## config.mk

```make
export PLATFORM = sky130hd
export DESIGN_NAME = ssed_energy_detect
export DESIGN_NICKNAME = d
export VERILOG_FILES = /design/src/rtl/ssed_energy_detect.v
export VERILOG_INCLUDE_DIRS = /design/src /design/src/rtl
export SDC_FILE = /design/constraint.sdc
export NUM_CORES = 1
export LEC_CHECK = 0
export BUFFER_PORTS_ARGS = -buffer_cell sky130_fd_sc_hd__clkbuf_2
export CORE_MARGIN = 5
export CORE_UTILIZATION = 55
export CTS_BUF_LIST = sky130_fd_sc_hd__clkbuf_4 sky130_fd_sc_hd__clkbuf_8
export CTS_CLUSTER_DIAMETER = 120
export CTS_CLUSTER_SIZE = 10
export DETAILED_ROUTE_END_ITERATION = 16
export GPL_TIMING_DRIVEN = 0
export PLACE_DENSITY = 0.86
export SYNTH_ARGS = -nofsm -noshare
export SYNTH_HDL_FRONTEND = slang
export SYNTH_SLANG_ARGS = --single-unit
```

## constraint.sdc

```tcl
create_clock -name i_clk_sys -period 3.14 [get_ports i_clk_sys]
set_input_delay 0 -clock i_clk_sys [delete_from_list [all_inputs] [get_ports i_clk_sys]]
set_output_delay 0 -clock i_clk_sys [all_outputs]
set_load 0.05 [all_outputs]
```

## src/rtl/ssed_defines.vh

```
// constants for the signal strength and energy detect readout
`ifndef SSED_DEFINES_VH
`define SSED_DEFINES_VH

// clock rate in MHz, used to turn microseconds into cycles
`define SSED_CLK_MHZ 50

// register indices, byte address is four times the index
`define SSED_IDX_STRENGTH 6'h06
`define SSED_IDX_ENERGY 6'h07
`define SSED_IDX_CTRL 6'h10
`define SSED_IDX_IRQ_STAT 6'h11
`define SSED_IDX_IRQ_MASK 6'h12

// reset values
`define SSED_ENERGY_RST 8'hFF
`define SSED_CTRL_RST 2'h0
`define SSED_MASK_RST 2'h0

// control field positions
`define SSED_CTRL_MODE_LO 0
`define SSED_CTRL_MODE_HI 1
`define SSED_CTRL_HIGH_RATE 2
`define SSED_CTRL_PDT_DIS 3
`define SSED_CTRL_BUSY 7

// interrupt status bit positions
`define SSED_IRQ_DONE 0
`define SSED_IRQ_SYNC 1

// modulation modes
`define SSED_MODE_BPSK20 2'd0
`define SSED_MODE_BPSK40 2'd1
`define SSED_MODE_OQPSK 2'd2

// receiver states seen on i_rx_state
`define SSED_RX_OFF 2'd0
`define SSED_RX_LISTEN 2'd1
`define SSED_RX_BUSY 2'd2
`define SSED_AUTO_ACK_RECEIVE_STATE 2'd3

// strength refresh periods
`define SSED_STR_BPSK20_US 32
`define SSED_STR_BPSK40_US 24
`define SSED_STR_OQPSK_US 8
`define SSED_STR_BPSK20_CYC (`SSED_STR_BPSK20_US * `SSED_CLK_MHZ)
`define SSED_STR_BPSK40_CYC (`SSED_STR_BPSK40_US * `SSED_CLK_MHZ)
`define SSED_STR_OQPSK_CYC (`SSED_STR_OQPSK_US * `SSED_CLK_MHZ)

// symbol periods and averaging windows
`define SSED_SYM_BPSK20_US 50
`define SSED_SYM_BPSK40_US 25
`define SSED_SYM_OQPSK_US 16
`define SSED_WIN_STD_SYMS 8
`define SSED_WIN_HDR_SYMS 2
`define SSED_SAMPLES 5'd16

// processing time after the window
`define SSED_PROC_US 12
`define SSED_PROC_CYC (`SSED_PROC_US * `SSED_CLK_MHZ)

// value limits
`define SSED_STRENGTH_MAX 5'd28
`define SSED_ENERGY_MAX 8'h54

`endif

```

## src/rtl/ssed_energy_detect.v

```verilog
// signal strength sampling and energy detection with apb registers
//
// What this block does
// - refresh strength every 32, 24 or 8 us by mode in receive states
// - strength is an unsigned 5-bit value limited to 0..28
// - strength saturates at 0 and at 28
// - each new strength sample lands in bits 4:0 of the strength register
// - a write to the energy register in listen or busy only triggers a measurement
// - sync detection starts an automatic measurement and sets the sync interrupt, never the done interrupt
// - manual measurement in listen or busy: 8 symbols, store, done interrupt
// - automatic result ready 8 symbols plus 12 us after frame start
// - high rate mode averages over 2 symbols plus 12 us
// - energy result held until the next measurement result
// - energy result stays within 0x00..0x54, 0xff only after reset
// - zero means floor power, top code means floor plus 84 dB
// - manual trigger outside plain receive states gives done without measuring
// - energy register reads 0xff after reset
//
// Decided for this implementation: register access over APB.
`timescale 1ns/1ps
`include "ssed_defines.vh"

module ssed_energy_detect #(
   parameter P_SYM_BPSK20_CYC = `SSED_SYM_BPSK20_US * `SSED_CLK_MHZ,
   parameter P_SYM_BPSK40_CYC = `SSED_SYM_BPSK40_US * `SSED_CLK_MHZ,
   parameter P_SYM_OQPSK_CYC = `SSED_SYM_OQPSK_US * `SSED_CLK_MHZ
)
(
   // clock and reset
   input wire i_clk_sys,
   input wire i_sys_rst,
   // apb slave
   input wire i_psel,
   input wire i_penable,
   input wire i_pwrite,
   input wire [7:0] i_paddr,
   input wire [31:0] i_pwdata,
   output reg [31:0] o_prdata,
   output reg o_pready,
   output reg o_pslverr,
   // receiver front end
   input wire [4:0] i_strength_raw,
   input wire i_sync_detect,
   input wire [1:0] i_rx_state,
   // interrupt
   output reg o_irq
);

   localparam ST_IDLE = 2'd0;
   localparam ST_MEAS = 2'd1;
   localparam ST_PROC = 2'd2;

   // front end synchronisers
   reg [4:0] raw_meta;
   reg [4:0] raw_sync;
   reg sync_meta;
   reg sync_sync;
   reg sync_prev;

   // register contents
   reg [4:0] strength;
   reg [7:0] energy_level_value;
   reg [1:0] mode;
   reg high_rate;
   reg preamble_detect_disable;
   reg [1:0] irq_stat;
   reg [1:0] irq_mask;

   // measurement engine
   reg [1:0] st;
   reg manual_run;
   reg [10:0] str_cnt;
   reg [15:0] slot_cnt;
   reg [4:0] samp_cnt;
   reg [8:0] acc;
   reg [9:0] proc_cnt;

   wire [5:0] idx;
   wire setup;
   wire wr_acc;
   wire in_rx_plain;
   wire in_rx_any;
   wire sync_evt;
   wire manual_trig;
   wire start_meas;
   wire manual_void;
   wire str_tick;
   wire slot_tick;
   wire meas_end;
   wire done_evt;
   wire [1:0] irq_set;
   wire [1:0] irq_clr;
   wire [31:0] proc_load;
   reg [31:0] rd_val;
   reg rd_hit;

   // refresh period in cycles for each modulation mode
   function [10:0] str_period;
      input [1:0] m;
      reg [31:0] cyc;
      begin
         case (m)
            `SSED_MODE_BPSK20: cyc = `SSED_STR_BPSK20_CYC;
            `SSED_MODE_BPSK40: cyc = `SSED_STR_BPSK40_CYC;
            default: cyc = `SSED_STR_OQPSK_CYC;
         endcase
         // longest period is 1600 cycles, so 11 bits always hold it
         str_period = cyc[10:0];
      end
   endfunction

   // one sixteenth of the averaging window, so 16 samples span it
   function [15:0] slot_len;
      input [1:0] m;
      input hr;
      reg [31:0] sym;
      reg [31:0] win;
      begin
         sym = P_SYM_OQPSK_CYC;
         if (m == `SSED_MODE_BPSK20)
         begin
            sym = P_SYM_BPSK20_CYC;
         end
         else if (m == `SSED_MODE_BPSK40)
         begin
            sym = P_SYM_BPSK40_CYC;
         end
         if (hr)
         begin
            win = sym * `SSED_WIN_HDR_SYMS;
         end
         else
         begin
            win = sym * `SSED_WIN_STD_SYMS;
         end
         slot_len = win[19:4];
      end
   endfunction

   // clamp a front end reading into the documented range
   function [4:0] sat_strength;
      input [4:0] r;
      begin
         if (r > `SSED_STRENGTH_MAX)
         begin
            sat_strength = `SSED_STRENGTH_MAX;
         end
         else
         begin
            sat_strength = r;
         end
      end
   endfunction

   // mean of 16 strength steps of ~3 dB turned into ~1 dB steps
   function [7:0] energy_code;
      input [8:0] sum;
      reg [10:0] scaled;
      begin
         scaled = {2'b00, sum} * 11'd3;
         energy_code = {1'b0, scaled[10:4]};
         if (energy_code > `SSED_ENERGY_MAX)
         begin
            energy_code = `SSED_ENERGY_MAX;
         end
      end
   endfunction

   assign idx = i_paddr[7:2];
   assign setup = i_psel & ~i_penable;
   assign wr_acc = i_psel & i_penable & o_pready & i_pwrite;

   assign in_rx_plain = (i_rx_state == `SSED_RX_LISTEN) | (i_rx_state == `SSED_RX_BUSY);
   assign in_rx_any = in_rx_plain | (i_rx_state == `SSED_AUTO_ACK_RECEIVE_STATE);

   // sync detection is ignored while software holds it off
   assign sync_evt = sync_sync & ~sync_prev & in_rx_any & ~preamble_detect_disable;

   assign manual_trig = wr_acc & (idx == `SSED_IDX_ENERGY);
   assign start_meas = (manual_trig & in_rx_plain) | sync_evt;
   assign manual_void = manual_trig & ~in_rx_plain;

   assign str_tick = (str_cnt == 11'd0) & in_rx_any;
   assign slot_tick = (st == ST_MEAS) & (slot_cnt == 16'd0);
   assign meas_end = (st == ST_PROC) & (proc_cnt == 10'd0);

   // only manual runs announce their end
   assign done_evt = (meas_end & manual_run) | manual_void;
   assign irq_set = {sync_evt, done_evt};
   assign irq_clr = (wr_acc & (idx == `SSED_IDX_IRQ_STAT)) ? i_pwdata[1:0] : 2'b00;
   assign proc_load = `SSED_PROC_CYC - 1;

   // the raw bus is resynchronised bit by bit; the front end must hold it
   // steady for several cycles around each change to avoid a mixed sample
   always @(posedge i_clk_sys)
   begin
      if (i_sys_rst)
      begin
         raw_meta <= 5'd0;
         raw_sync <= 5'd0;
         sync_meta <= 1'b0;
         sync_sync <= 1'b0;
         sync_prev <= 1'b0;
      end
      else
      begin
         raw_meta <= i_strength_raw;
         raw_sync <= raw_meta;
         sync_meta <= i_sync_detect;
         sync_sync <= sync_meta;
         sync_prev <= sync_sync;
      end
   end

   // periodic strength refresh
   always @(posedge i_clk_sys)
   begin
      if (i_sys_rst)
      begin
         str_cnt <= 11'd0;
         strength <= 5'd0;
      end
      else if (!in_rx_any)
      begin
         str_cnt <= 11'd0;
      end
      else if (str_tick)
      begin
         str_cnt <= str_period(mode) - 11'd1;
         strength <= sat_strength(raw_sync);
      end
      else
      begin
         str_cnt <= str_cnt - 11'd1;
      end
   end

   // energy measurement engine
   always @(posedge i_clk_sys)
   begin
      if (i_sys_rst)
      begin
         st <= ST_IDLE;
         manual_run <= 1'b0;
         slot_cnt <= 16'd0;
         samp_cnt <= 5'd0;
         acc <= 9'd0;
         proc_cnt <= 10'd0;
         energy_level_value <= `SSED_ENERGY_RST;
      end
      else if (start_meas)
      begin
         // a retrigger throws away the partial sum and starts over
         st <= ST_MEAS;
         manual_run <= manual_trig;
         slot_cnt <= slot_len(mode, high_rate) - 16'd1;
         samp_cnt <= 5'd0;
         acc <= 9'd0;
      end
      else
      begin
         case (st)
            ST_IDLE:
            begin
               manual_run <= 1'b0;
            end
            ST_MEAS:
            begin
               if (slot_tick)
               begin
                  acc <= acc + {4'd0, strength};
                  samp_cnt <= samp_cnt + 5'd1;
                  slot_cnt <= slot_len(mode, high_rate) - 16'd1;
                  if (samp_cnt == `SSED_SAMPLES - 5'd1)
                  begin
                     st <= ST_PROC;
                     proc_cnt <= proc_load[9:0];
                  end
               end
               else
               begin
                  slot_cnt <= slot_cnt - 16'd1;
               end
            end
            ST_PROC:
            begin
               if (meas_end)
               begin
                  st <= ST_IDLE;
                  energy_level_value <= energy_code(acc);
               end
               else
               begin
                  proc_cnt <= proc_cnt - 10'd1;
               end
            end
            default:
            begin
               st <= ST_IDLE;
            end
         endcase
      end
   end

   // control, mask and sticky status registers
   always @(posedge i_clk_sys)
   begin
      if (i_sys_rst)
      begin
         mode <= `SSED_CTRL_RST;
         high_rate <= 1'b0;
         preamble_detect_disable <= 1'b0;
         irq_mask <= `SSED_MASK_RST;
         irq_stat <= 2'b00;
      end
      else
      begin
         if (wr_acc && idx == `SSED_IDX_CTRL)
         begin
            mode <= i_pwdata[`SSED_CTRL_MODE_HI:`SSED_CTRL_MODE_LO];
            high_rate <= i_pwdata[`SSED_CTRL_HIGH_RATE];
            preamble_detect_disable <= i_pwdata[`SSED_CTRL_PDT_DIS];
         end
         if (wr_acc && idx == `SSED_IDX_IRQ_MASK)
         begin
            irq_mask <= i_pwdata[1:0];
         end
         // a new event outranks a clear in the same cycle
         irq_stat <= (irq_stat & ~irq_clr) | irq_set;
      end
   end

   // read mux, registered during the setup cycle
   always @*
   begin
      rd_val = 32'h0000_0000;
      rd_hit = 1'b1;
      case (idx)
         `SSED_IDX_STRENGTH: rd_val = {27'd0, strength};
         `SSED_IDX_ENERGY: rd_val = {24'd0, energy_level_value};
         `SSED_IDX_CTRL:
         begin
            rd_val[`SSED_CTRL_MODE_HI:`SSED_CTRL_MODE_LO] = mode;
            rd_val[`SSED_CTRL_HIGH_RATE] = high_rate;
            rd_val[`SSED_CTRL_PDT_DIS] = preamble_detect_disable;
            rd_val[`SSED_CTRL_BUSY] = (st != ST_IDLE);
         end
         `SSED_IDX_IRQ_STAT: rd_val = {30'd0, irq_stat};
         `SSED_IDX_IRQ_MASK: rd_val = {30'd0, irq_mask};
         default: rd_hit = 1'b0;
      endcase
   end

   // one wait-free access cycle; data and error are flops from setup
   always @(posedge i_clk_sys)
   begin
      if (i_sys_rst)
      begin
         o_prdata <= 32'h0000_0000;
         o_pready <= 1'b0;
         o_pslverr <= 1'b0;
         o_irq <= 1'b0;
      end
      else
      begin
         o_pready <= setup;
         o_pslverr <= setup & ~rd_hit;
         if (setup && !i_pwrite)
         begin
            o_prdata <= rd_val;
         end
         o_irq <= |(irq_stat & irq_mask);
      end
   end

endmodule

```

==> qor.txt, run 1 <==
Largest delay share family, worst path: simple AND/OR/NAND/NOR gates
Post-synth EDFFs: 0
Fin util: 63.3%
Vias in the first global route: 4721
Main synth FF type: dfxtp_1
Cell Chain, Critical Path: nor4b_1 > a41oi_2 > nand3_1 > buf_4 > nor3_1 > a211oi_1 > o21ai_0
WP depth: 7
Leakage dissipation: 2.42 nW
Final Setup Violations: 0
Final WS setup: 0.507 ns
Crit path time final: 2.63 ns
I/O pins: 88
Initial antenna violation count: 0
Max clock buf depth: 2
Headroom to the max-slew limit: 23.4%
H-Tree Depth: 3
Dominant cells by area after synthesis: dfxtp_1 (37%), ha_1 (5.6%), a21oi_1 (5.0%)
Worst Path Buf+Inv: 1
First-pass detailed-route iteration total: 8
Starting DRT DRC Count: 467
Critical Path AT: 2.91 ns
Post-route ant nets: 0
R2r setup slk: 0.51 ns
Die Y: 109 µm
Clock slew at reported path FFs: 0.10 ns
GR Overflow Total: 0
DP Wirelength: 9480 µm
Max stage delay on crit path: 0.97 ns
R2R Path End: energy_level_value[1]
Syn Inst Count: 643
Core area: 9640 µm²
Reg2Reg Depth: 7
Sink Count: 99
Dpl ws: 0.625 ns
CP max-delay cell: nor4b_1
WS Path Type: reg -> reg
Synth top area share: 37.1%
Die Wd: 109 µm
Final Hold Viols: 0
Cell variety after synth: 72
Clk_skew: 0.00987 ns
Clock root cell: clkbuf_8
Die ar.: 11800 µm²
Initial Utilization: 55.4%
CP Capture Type: flip-flop
Yosys reg bits: 99
Hold path start: i_paddr[3]
First-pass GRT wire length: 21700 µm
Sum Neg Setup Slack: 0 ns
Area grow syn2layout: 14.3%
Worst path required time: 3.41 ns
Post-synthesis cell area: 5340 µm²
Reg2reg start: preamble_detect_disable
Sequential share of the synthesized area: 37.1%
Post-detailed-route DRC marker count: 0
TritonCTS clock tree: yes
GPL Wtd Cong: 0.910
# diodes: 0
Port Buffers: 31
Layout cell share with drive strength beyond 1: 13.6%
Top cells by count, synth: dfxtp_1 (99), nor2_1 (70), nand2_1 (54)
Dominant cell type by area after synthesis: dfxtp_1
Fmax achieved: 380 MHz
Setup repair bufs after CTS: 0
Startpoint type of the worst setup path: flip-flop
Largest net degree at the start of global routing: 18
Worst min-delay path category: in -> reg
Hold endpoint: high_rate
Routed vias: 4977
Nets: 802
Max IR drop VDD: 0.000322 V
Max Cap Violations: 0
FP Rows: 36
Post-synthesis async set-or-reset flop share: 0%
Most common cell in the netlist: dfxtp_1
Worst-Margin Slew: 1.13 ns
CTS Buf Count: 9
Hold path cells: 4
Avg Inst Size Synth: 8.30 µm²
Status: finished, final reports clean
Power Density: 450 nW/µm²
Synthesis Warnings: 0
Hold slack final: 0.0616 ns
Slew Viols, Final: 0
CP Max Fanout: 10
WL per Instance: 15.4 µm
GRT Util Overall: 23.0%
WL final: 13300 µm
Period utilization: 83.8%
Via density: 5.78
RSZ-0062 raised after global routing: no
Crit path from: preamble_detect_disable
Worst-Skew Late Latency: 0.38 ns
[layout make-up]
type	instances	area (µm²)
Inverter	25	93.8
Multi-Input combinational cell	490	3050
Sequential cell	99	1980
Buffer	52	299
Timing Repair Buffer	47	315
Clock inverter	6	72.6
Tap cell	133	166
Fill cell	815	3540
Clock buffer	9	124
[power by group]
part           internal (mW)  switching [mW]  leakage [nW]  total, mW
clock network          0.377           0.480         0.102      0.857
registers               1.31          0.0523         0.805       1.36
logic                  0.193           0.333          1.51      0.526
[cells by family (layout without fill, tap and decap cells)]
| group | Yosys count | in the layout | share of synthesized area, % |
|---|---|---|---|
| other cells | 1 | 24 | 0.0703 |
| buf+inv | 77 | 139 | 7.36 |
| mux | 7 | 7 | 1.34 |
| compound gates | 171 | 171 | 21.3 |
| xor+xnor | 17 | 17 | 2.79 |
| fa+ha+maj | 25 | 25 | 6.00 |
| flops | 99 | 99 | 37.1 |
| simple gates | 246 | 246 | 24.0 |
[worst max-delay path by stage]
stage | endpoint | slack [ns]
after global routing | energy_level_value[1] | 0.37
after detailed placement | energy_level_value[1] | 0.63
after floorplan | energy_level_value[2] | 0.79
after CTS | energy_level_value[1] | 0.60
final | energy_level_value[1] | 0.51
after global placement | energy_level_value[2] | 0.68
[flip-flops by register name, indices dropped and copies added, names as in the netlist]
name                     cells
raw_sync                     5
slot_cnt                    16
o_irq                        1
irq_mask                     2
strength                     5
irq_stat                     2
o_pready                     1
sync_prev                    1
manual_run                   1
st                           2
energy_level_value           8
high_rate                    1
acc                          9
samp_cnt                     5
mode                         2
o_prdata                     8
sync_sync                    1
proc_cnt                    10
str_cnt                     11
o_pslverr                    1
preamble_detect_disable      1
sync_meta                    1
raw_meta                     5
[repair_timing]
| item | 4_1_cts | 5_1_grt |
|---|---|---|
| gates resized for setup | 0 | 0 |
| hold buffers | 16 | 0 |
| hold endpoints to repair | 16 | 0 |
[worst min-delay path, stage by stage]
cell and delay (ns):
clkbuf_2 0.14, nor3b_2 0.11, nand3_1 0.09, a21oi_1 0.05
[per-stage QoR]
stage / std cells / power, mW / instance area (µm²)
after floorplan: 666 / 1.78 / 5420
after global placement: 830 / 1.87 / 5740
after detailed placement: 830 / 1.89 / 5740
after CTS: 861 / 2.75 / 6100
after global routing: 861 / 2.87 / 6100
final: 861 / 2.75 / 6100
[routing by layer]
layer	up-vias	track usage [%]	part of all wire, %
li1	2413	-	-
met1	2334	27.5	40
met2	196	40.5	51
met3	34	4.54	7.5
met4	0	8.93	2.2
met5	-	0	0
[layout by cell type (no fill, tap or decap), types with 8 or more instances in the layout]
master	Yosys	final
nand2b_1	8	8
xor2_1	11	11
clkbuf_2	0	31
nand2_1	54	54
buf_4	25	25
or3_1	11	11
a21oi_1	53	53
o21ai_0	35	35
dlygate4sd3_1	0	16
inv_1	25	25
a22oi_1	9	9
dfxtp_1	99	99
nand3_1	22	22
nor2_1	70	70
nor2b_1	20	20
clkbuf_8	0	9
conb_1	1	24
clkbuf_1	23	23
ha_1	24	24
a211oi_1	16	16
nor3_1	17	17
Power figures use the tool's default switching activity.
==> run 2, diff against run 1 <==
==> constraint.sdc (replaced) <==
create_clock -name i_clk_sys -period 2.75 [get_ports i_clk_sys]
set_input_delay 0 -clock i_clk_sys [delete_from_list [all_inputs] [get_ports i_clk_sys]]
set_output_delay 0 -clock i_clk_sys [all_outputs]
set_load 0.05 [all_outputs]
==> run 2 against run 1 <==
Clock skew is 0.0028 ns higher. Clock-buffer cell count did not move. Total power increased by 14%. Register-to-register slack got worse by 0.26 ns. Routed wire length about the same. Maximum frequency is 5.3% higher. Critical path depth grew 1. Non-clock buffer count unchanged. Setup slack got worse by 0.26 ns. First-iteration DRC count up 14%. Clock power rose by 14%. Hold slack better by 0.0030 ns.
==> qor.txt, run 2 (synthesized netlist as in run 1, its figures left out) <==
R2r setup slk: 0.25 ns (was 0.51 ns)
Period utilization: 90.9% (was 83.8%)
Via density: 5.82 (was 5.78)
Slew Viols, Final: 0 (unchanged)
Port Buffers: 31 (unchanged)
WL per Instance: 15.4 µm (about the same)
Worst path required time: 3.03 ns (was 3.41 ns)
First-pass GRT wire length: 21700 µm (unchanged)
Fmax achieved: 400 MHz (was 380 MHz)
Post-route ant nets: 0 (unchanged)
Area grow syn2layout: 14.4% (was 14.3%)
R2R Path End: energy_level_value[2] (was energy_level_value[1])
Post-detailed-route DRC marker count: 0 (unchanged)
WS Path Type: reg -> reg (unchanged)
Clock root cell: clkbuf_8 (unchanged)
Critical Path AT: 2.78 ns (was 2.91 ns)
# diodes: 0 (unchanged)
Max IR drop VDD: 0.000368 V (was 0.000322 V)
Finished Cell Area: 6110 µm² (was 6100 µm²)
CP Max Fanout: 10 (unchanged)
Hold path cells: 4 (unchanged)
Largest regs: slot_cnt: 16 flops, str_cnt: 11 flops, proc_cnt: 10 flops (unchanged)
CTS Buf Count: 9 (unchanged)
Worst-Margin Slew: 0.930 ns (was 1.13 ns)
Die ar.: 11800 µm² (unchanged)
Worst min-delay path category: in -> reg (unchanged)
Crit path from: acc[5] (was preamble_detect_disable)
I/O pins: 88 (unchanged)
FP Rows: 36 (unchanged)
Layout cell share with drive strength beyond 1: 13.7% (was 13.6%)
Reg2reg start: acc[5] (was preamble_detect_disable)
Headroom to the max-slew limit: 37.1% (was 23.4%)
Final Setup Violations: 0 (unchanged)
Clock slew at reported path FFs: 0.10 ns (about the same)
H-Tree Depth: 3 (unchanged)
GR Overflow Total: 0 (unchanged)
RSZ-0062 raised after global routing: no (unchanged)
TritonCTS clock tree: yes (unchanged)
Hold path start: i_paddr[3] (unchanged)
Starting DRT DRC Count: 533 (was 467)
Vias in the first global route: 4721 (unchanged)
GRT Util Overall: 23.0% (unchanged)
Status: finished, final reports clean (unchanged)
WL final: 13300 µm (about the same)
Leakage dissipation: 2.42 nW (about the same)
Core area: 9640 µm² (unchanged)
GPL Wtd Cong: 0.910 (unchanged)
Flip-flop count of the largest register after layout: 16 (unchanged)
Power Density: 514 nW/µm² (was 450 nW/µm²)
Commonest non-fill, non-tap cells in the layout: dfxtp_1 (99), nor2_1 (70), nand2_1 (54) (unchanged)
DP Wirelength: 9480 µm (unchanged)
Crit path time final: 2.50 ns (was 2.63 ns)
Sink Count: 99 (unchanged)
Reg2Reg Depth: 8 (was 7)
Max Cap Violations: 0 (unchanged)
Largest net degree at the start of global routing: 18 (unchanged)
Initial Utilization: 55.4% (unchanged)
Most common cell after layout, fill and taps aside: dfxtp_1 (unchanged)
Max clock buf depth: 2 (unchanged)
Routed vias: 5015 (was 4977)
Placed Area: 5740 µm² (unchanged)
Startpoint type of the worst setup path: flip-flop (unchanged)
Setup repair bufs after CTS: 0 (unchanged)
Final Hold Viols: 0 (unchanged)
Clk_skew: 0.0127 ns (was 0.00987 ns)
CP Capture Type: flip-flop (unchanged)
Initial antenna violation count: 0 (unchanged)
Die Wd: 109 µm (unchanged)
Die Y: 109 µm (unchanged)
Worst-Skew Late Latency: 0.38 ns (about the same)
Hold endpoint: high_rate (unchanged)
Total power draw: 3.14 mW (was 2.75 mW)
Nets: 802 (unchanged)
First-pass detailed-route iteration total: 6 (was 8)
Top reg by flops: slot_cnt (unchanged)
Sum Neg Setup Slack: 0 ns (unchanged)
run 2: critical path, cell delays in order, from the launching register on:
cell and delay, ns:
dfxtp_1 0.43, ha_1 0.27, buf_6 0.14, a21o_1 0.19, or3_1 0.34, o221a_2 0.26
a31o_1 0.19, a211o_1 0.32, a211o_1 0.26
run 2: final cells by class:
class / count / area, µm²
buffer: 52 / 299
multi-input combinational: 490 / 3050
sequential: 99 / 1980
tap: 133 / 166
timing repair buffer: 47 / 315
fill: 814 / 3530
inverter: 25 / 93.8
clock inverter: 6 / 72.6
clock buffer: 9 / 124
run 2: report_power, final:
part	internal, mW	switching [mW]	total (mW)	leakage, nW
Sequential	1.50	0.0601	1.56	0.805
Combinational	0.220	0.381	0.601	1.51
Clock	0.431	0.548	0.979	0.102
run 2: stage by stage:
| step | setup slack, ns | hold slack, ns | cells | util [%] |
|---|---|---|---|---|
| 6_report | 0.249 | 0.0647 | 861 | 63.4 |
| 5_1_grt | 0.0879 | 0.0968 | 861 | 63.4 |
| 4_1_cts | 0.213 | 0.0410 | 861 | 63.3 |
| 3_5_place_dp | 0.235 | 0.218 | 830 | 59.6 |
| 3_3_place_gp | 0.294 | 0.207 | 830 | 59.6 |
| 2_1_floorplan | 0.404 | 0.128 | 666 | - |
run 2: worst max path at each step:
stage               slack (ns)                    end
detailed placement        0.24  energy_level_value[1]
floorplan                 0.40  energy_level_value[2]
finish                    0.25  energy_level_value[2]
CTS                       0.21  energy_level_value[1]
global placement          0.29  energy_level_value[2]
global route              0.09            proc_cnt[6]
run 2: repair_timing:
item / in CTS / in global routing
setup endpoints to repair: 0 / 1
endpoints found under the hold margin: 16 / 0
gates resized for setup: 0 / 1
hold buffers: 16 / 0
run 2: per-layer routing:
layer	global-route usage (%)	vias up	share of wire, %
li1	-	2416	-
met1	27.5	2342	40
met2	40.5	223	50
met3	4.54	34	7.4
met4	8.93	0	2.4
met5	0	-	0
==> run 3, diff against run 2 <==
--- a/config.mk
+++ b/config.mk
@@ -6,7 +6,9 @@
 export SDC_FILE = /design/constraint.sdc
 export NUM_CORES = 1
 export LEC_CHECK = 0
+export ABC_AREA = 1
 export BUFFER_PORTS_ARGS = -buffer_cell sky130_fd_sc_hd__clkbuf_2
+export CAP_MARGIN = 20
 export CORE_MARGIN = 5
 export CORE_UTILIZATION = 55
 export CTS_BUF_LIST = sky130_fd_sc_hd__clkbuf_4 sky130_fd_sc_hd__clkbuf_8
==> run 3 against run 2 <==
Total power increased by 47%. Cell area rose by 3.2%. Maximum frequency increased by 20%. Die area increased by 4.0%. Clock power decreased by 9.5%. Hold slack got worse by 0.016 ns. Via count is 2.3% higher. Clock-buffer cell count rose by 1. Global-route usage decreased by 2.1 points. Sequential cell count unchanged. Clock skew rose by 0.00068 ns. Routed wire length decreased by 5.8%.
==> qor.txt, run 3 <==
Dominant cells by area after synthesis: dfxtp_1 (36%), nand2_1 (11%), inv_1 (6.8%) (was dfxtp_1 (37%), ha_1 (5.6%), a21oi_1 (5.0%))
R2r setup slk: 0.67 ns (was 0.25 ns)
Post-detailed-route DRC marker count: 0 (unchanged)
Flip-flop count of the largest register after layout: 16 (unchanged)
Worst min-delay path category: in -> reg (unchanged)
Post-route ant nets: 0 (unchanged)
FP Rows: 36 (unchanged)
Hold endpoint: o_pslverr (was high_rate)
Post-synthesis async set-or-reset flop share: 0% (unchanged)
Fin util: 64.2% (was 63.4%)
Max IR drop VDD: 0.000440 V (was 0.000368 V)
Syn Inst Count: 792 (was 643)
Port Buffers: 33 (was 31)
GRT Util Overall: 20.9% (was 23.0%)
CP Max Fanout: 4 (was 10)
Period utilization: 75.7% (was 90.9%)
Crit path time final: 2.08 ns (was 2.50 ns)
Placed Area: 5990 µm² (was 5740 µm²)
First-pass detailed-route iteration total: 6 (unchanged)
Largest net degree at the start of global routing: 18 (unchanged)
GR Util met3: 4.69% (was 4.54%)
Cell variety after synth: 47 (was 72)
Most common cell after layout, fill and taps aside: nand2_1 (was dfxtp_1)
# diodes: 0 (unchanged)
Die Y: 111 µm (was 109 µm)
Status: finished, final reports clean (unchanged)
Synthesis Warnings: 0 (unchanged)
Die Wd: 111 µm (was 109 µm)
Post-synth EDFFs: 0 (unchanged)
First-pass GRT wire length: 21700 µm (about the same)
CP Capture Type: flip-flop (unchanged)
Worst path required time: 3.02 ns (was 3.03 ns)
Reg2Reg Depth: 9 (was 8)
Post-synthesis cell area: 5570 µm² (was 5340 µm²)
WL per Instance: 12.4 µm (was 15.4 µm)
Sequential share of the synthesized area: 35.6% (was 37.1%)
Grt met2 use: 35.4% (was 40.5%)
Via density: 5.08 (was 5.82)
Area grow syn2layout: 13.2% (was 14.4%)
Headroom to the max-slew limit: 58.3% (was 37.1%)
Clock slew at reported path FFs: 0.10 ns (about the same)
Setup repair bufs after CTS: 0 (unchanged)
R2R Path End: acc[8] (was energy_level_value[2])
Largest regs: slot_cnt: 16 flops, str_cnt: 11 flops, proc_cnt: 10 flops (unchanged)
Final Hold Viols: 0 (unchanged)
GR Overflow Total: 0 (unchanged)
RSZ-0062 raised after global routing: no (unchanged)
Final Setup Violations: 0 (unchanged)
Sink Count: 99 (unchanged)
Grt peak-use layer: met2 (unchanged)
Hold path start: i_paddr[3] (unchanged)
Layout cell share with drive strength beyond 1: 13.8% (was 13.7%)
Fmax achieved: 480 MHz (was 400 MHz)
Power Density: 730 nW/µm² (was 514 nW/µm²)
Top cells by count, synth: nand2_1 (168), inv_1 (101), dfxtp_1 (99) (was dfxtp_1 (99), nor2_1 (70), nand2_1 (54))
CTS Buf Count: 9 (unchanged)
TritonCTS clock tree: yes (unchanged)
GPL Wtd Cong: 0.888 (was 0.910)
Core area: 9820 µm² (was 9640 µm²)
Worst-Skew Late Latency: 0.38 ns (about the same)
Synth top area share: 35.6% (was 37.1%)
Worst-Margin Slew: 0.625 ns (was 0.930 ns)
Avg Inst Size Synth: 7.03 µm² (was 8.30 µm²)
WS Path Type: reg -> reg (unchanged)
Hold path cells: 4 (unchanged)
Routed vias: 5128 (was 5015)
M1 GR Usage: 26.4% (was 27.5%)
Sum Neg Setup Slack: 0 ns (unchanged)
Leakage dissipation: 2.97 nW (was 2.42 nW)
FILL cells: 897 (was 814)
Slew Viols, Final: 0 (unchanged)
Most common cell in the netlist: nand2_1 (was dfxtp_1)
WL final: 12500 µm (was 13300 µm)
Yosys reg bits: 99 (unchanged)
Reg2reg start: strength[0] (was acc[5])
I/O pins: 88 (unchanged)
Total power draw: 4.60 mW (was 3.14 mW)
Startpoint type of the worst setup path: flip-flop (unchanged)
Die ar.: 12200 µm² (was 11800 µm²)
Commonest non-fill, non-tap cells in the layout: nand2_1 (168), inv_1 (101), dfxtp_1 (99) (was dfxtp_1 (99), nor2_1 (70), nand2_1 (54))
Dominant cell type by area after synthesis: dfxtp_1 (unchanged)
DP Wirelength: 9530 µm (was 9480 µm)
Initial antenna violation count: 0 (unchanged)
Max Cap Violations: 0 (unchanged)
Finished Cell Area: 6300 µm² (was 6110 µm²)
Clock root cell: clkbuf_8 (unchanged)
Max clock buf depth: 2 (unchanged)
Clk_skew: 0.0133 ns (was 0.0127 ns)
Main synth FF type: dfxtp_1 (unchanged)
Cells resized by post-CTS repair: 0 (unchanged)
Starting DRT DRC Count: 296 (was 533)
H-Tree Depth: 3 (unchanged)
Critical Path AT: 2.35 ns (was 2.78 ns)
Vias in the first global route: 4872 (was 4721)
Hold slack final: 0.0489 ns (was 0.0647 ns)
Initial Utilization: 56.7% (was 55.4%)
Top reg by flops: slot_cnt (unchanged)
Nets: 950 (was 802)
==> run 3: cell count changes after synthesis, sizes merged, moves of 7 or more <==
cell / previous run / this run
nor2: 72 / 101
a22oi: 9 / 2
o211ai: 2 / 9
o21ai: 35 / 48
nand2b: 9 / 0
inv: 25 / 106
or3: 11 / 0
nor2b: 20 / 0
nand2: 54 / 178
clkbuf: 23 / 5
nand3: 23 / 40
a211oi: 16 / 2
a21oi: 53 / 72
==> run 3: logic make-up after synthesis <==
| kind of cell | count (synthesis) | synth area share, % |
|---|---|---|
| simple gates | 354 | 29.0 |
| buf+inv | 147 | 12.1 |
| compound gates | 143 | 13.8 |
| flops | 99 | 35.6 |
| fa+ha+maj | 25 | 5.75 |
| xor+xnor | 23 | 3.62 |
| other cells | 1 | 0.0673 |
==> run 3: metal layers <==
metal / wire length (µm) / up-vias
met2: 5880 / 138
met3: 673 / 23
li1: - / 2663
met1: 5680 / 2304
met5: 0 / -
met4: 248 / 0
==> run 3: through the flow <==
stage / setup slack, ns / cells
finish: 0.668 / 1010
global route: 0.484 / 1010
CTS: 0.675 / 1010
detailed placement: 0.684 / 981
global placement: 0.709 / 981
floorplan: 0.876 / 815
==> run 3: worst max-delay path by stage <==
stage               cells after the start            to  slack [ns]         from
floorplan                               9  slot_cnt[10]        0.88     o_pready
finish                                  9        acc[8]        0.67  strength[0]
global placement                        9        acc[8]        0.71       acc[0]
CTS                                     9        acc[8]        0.67  strength[0]
detailed placement                      9        acc[8]        0.68  strength[0]
global route                            8        acc[6]        0.48  strength[0]
==> run 3: power by group <==
group / leakage (nW) / switching [mW] / internal (mW)
sequential: 0.807 / 0.159 / 1.62
clock: 0.0933 / 0.525 / 0.361
combinational: 2.07 / 1.19 / 0.746
==> run 3: layout make-up <==
class	count	area, µm²	share of cell area (%)
Multi-Input combinational cell	569	3000	47.6
Sequential cell	99	1980	31.4
Inverter	109	413	6.55
Timing Repair Buffer	46	295	4.68
Buffer	38	264	4.19
Tap cell	133	166	2.64
Clock buffer	10	138	2.18
Clock inverter	6	47.5	0.754
==> run 3: critical path: stages, from the launching register on <==
cell	delay (ns)
dfxtp_1	0.39
ha_1	0.20
inv_1	0.06
fa_1	0.40
o21ai_0	0.31
a21oi_1	0.13
nor3_2	0.27
nand2_1	0.08
nor2_1	0.09
nor3_1	0.05
==> run 3: repair_timing <==
| item | in CTS | in global routing |
|---|---|---|
| hold buffers | 13 | 0 |
| endpoints found under the hold margin | 17 | 0 |
| setup endpoints to repair | 0 | 0 |
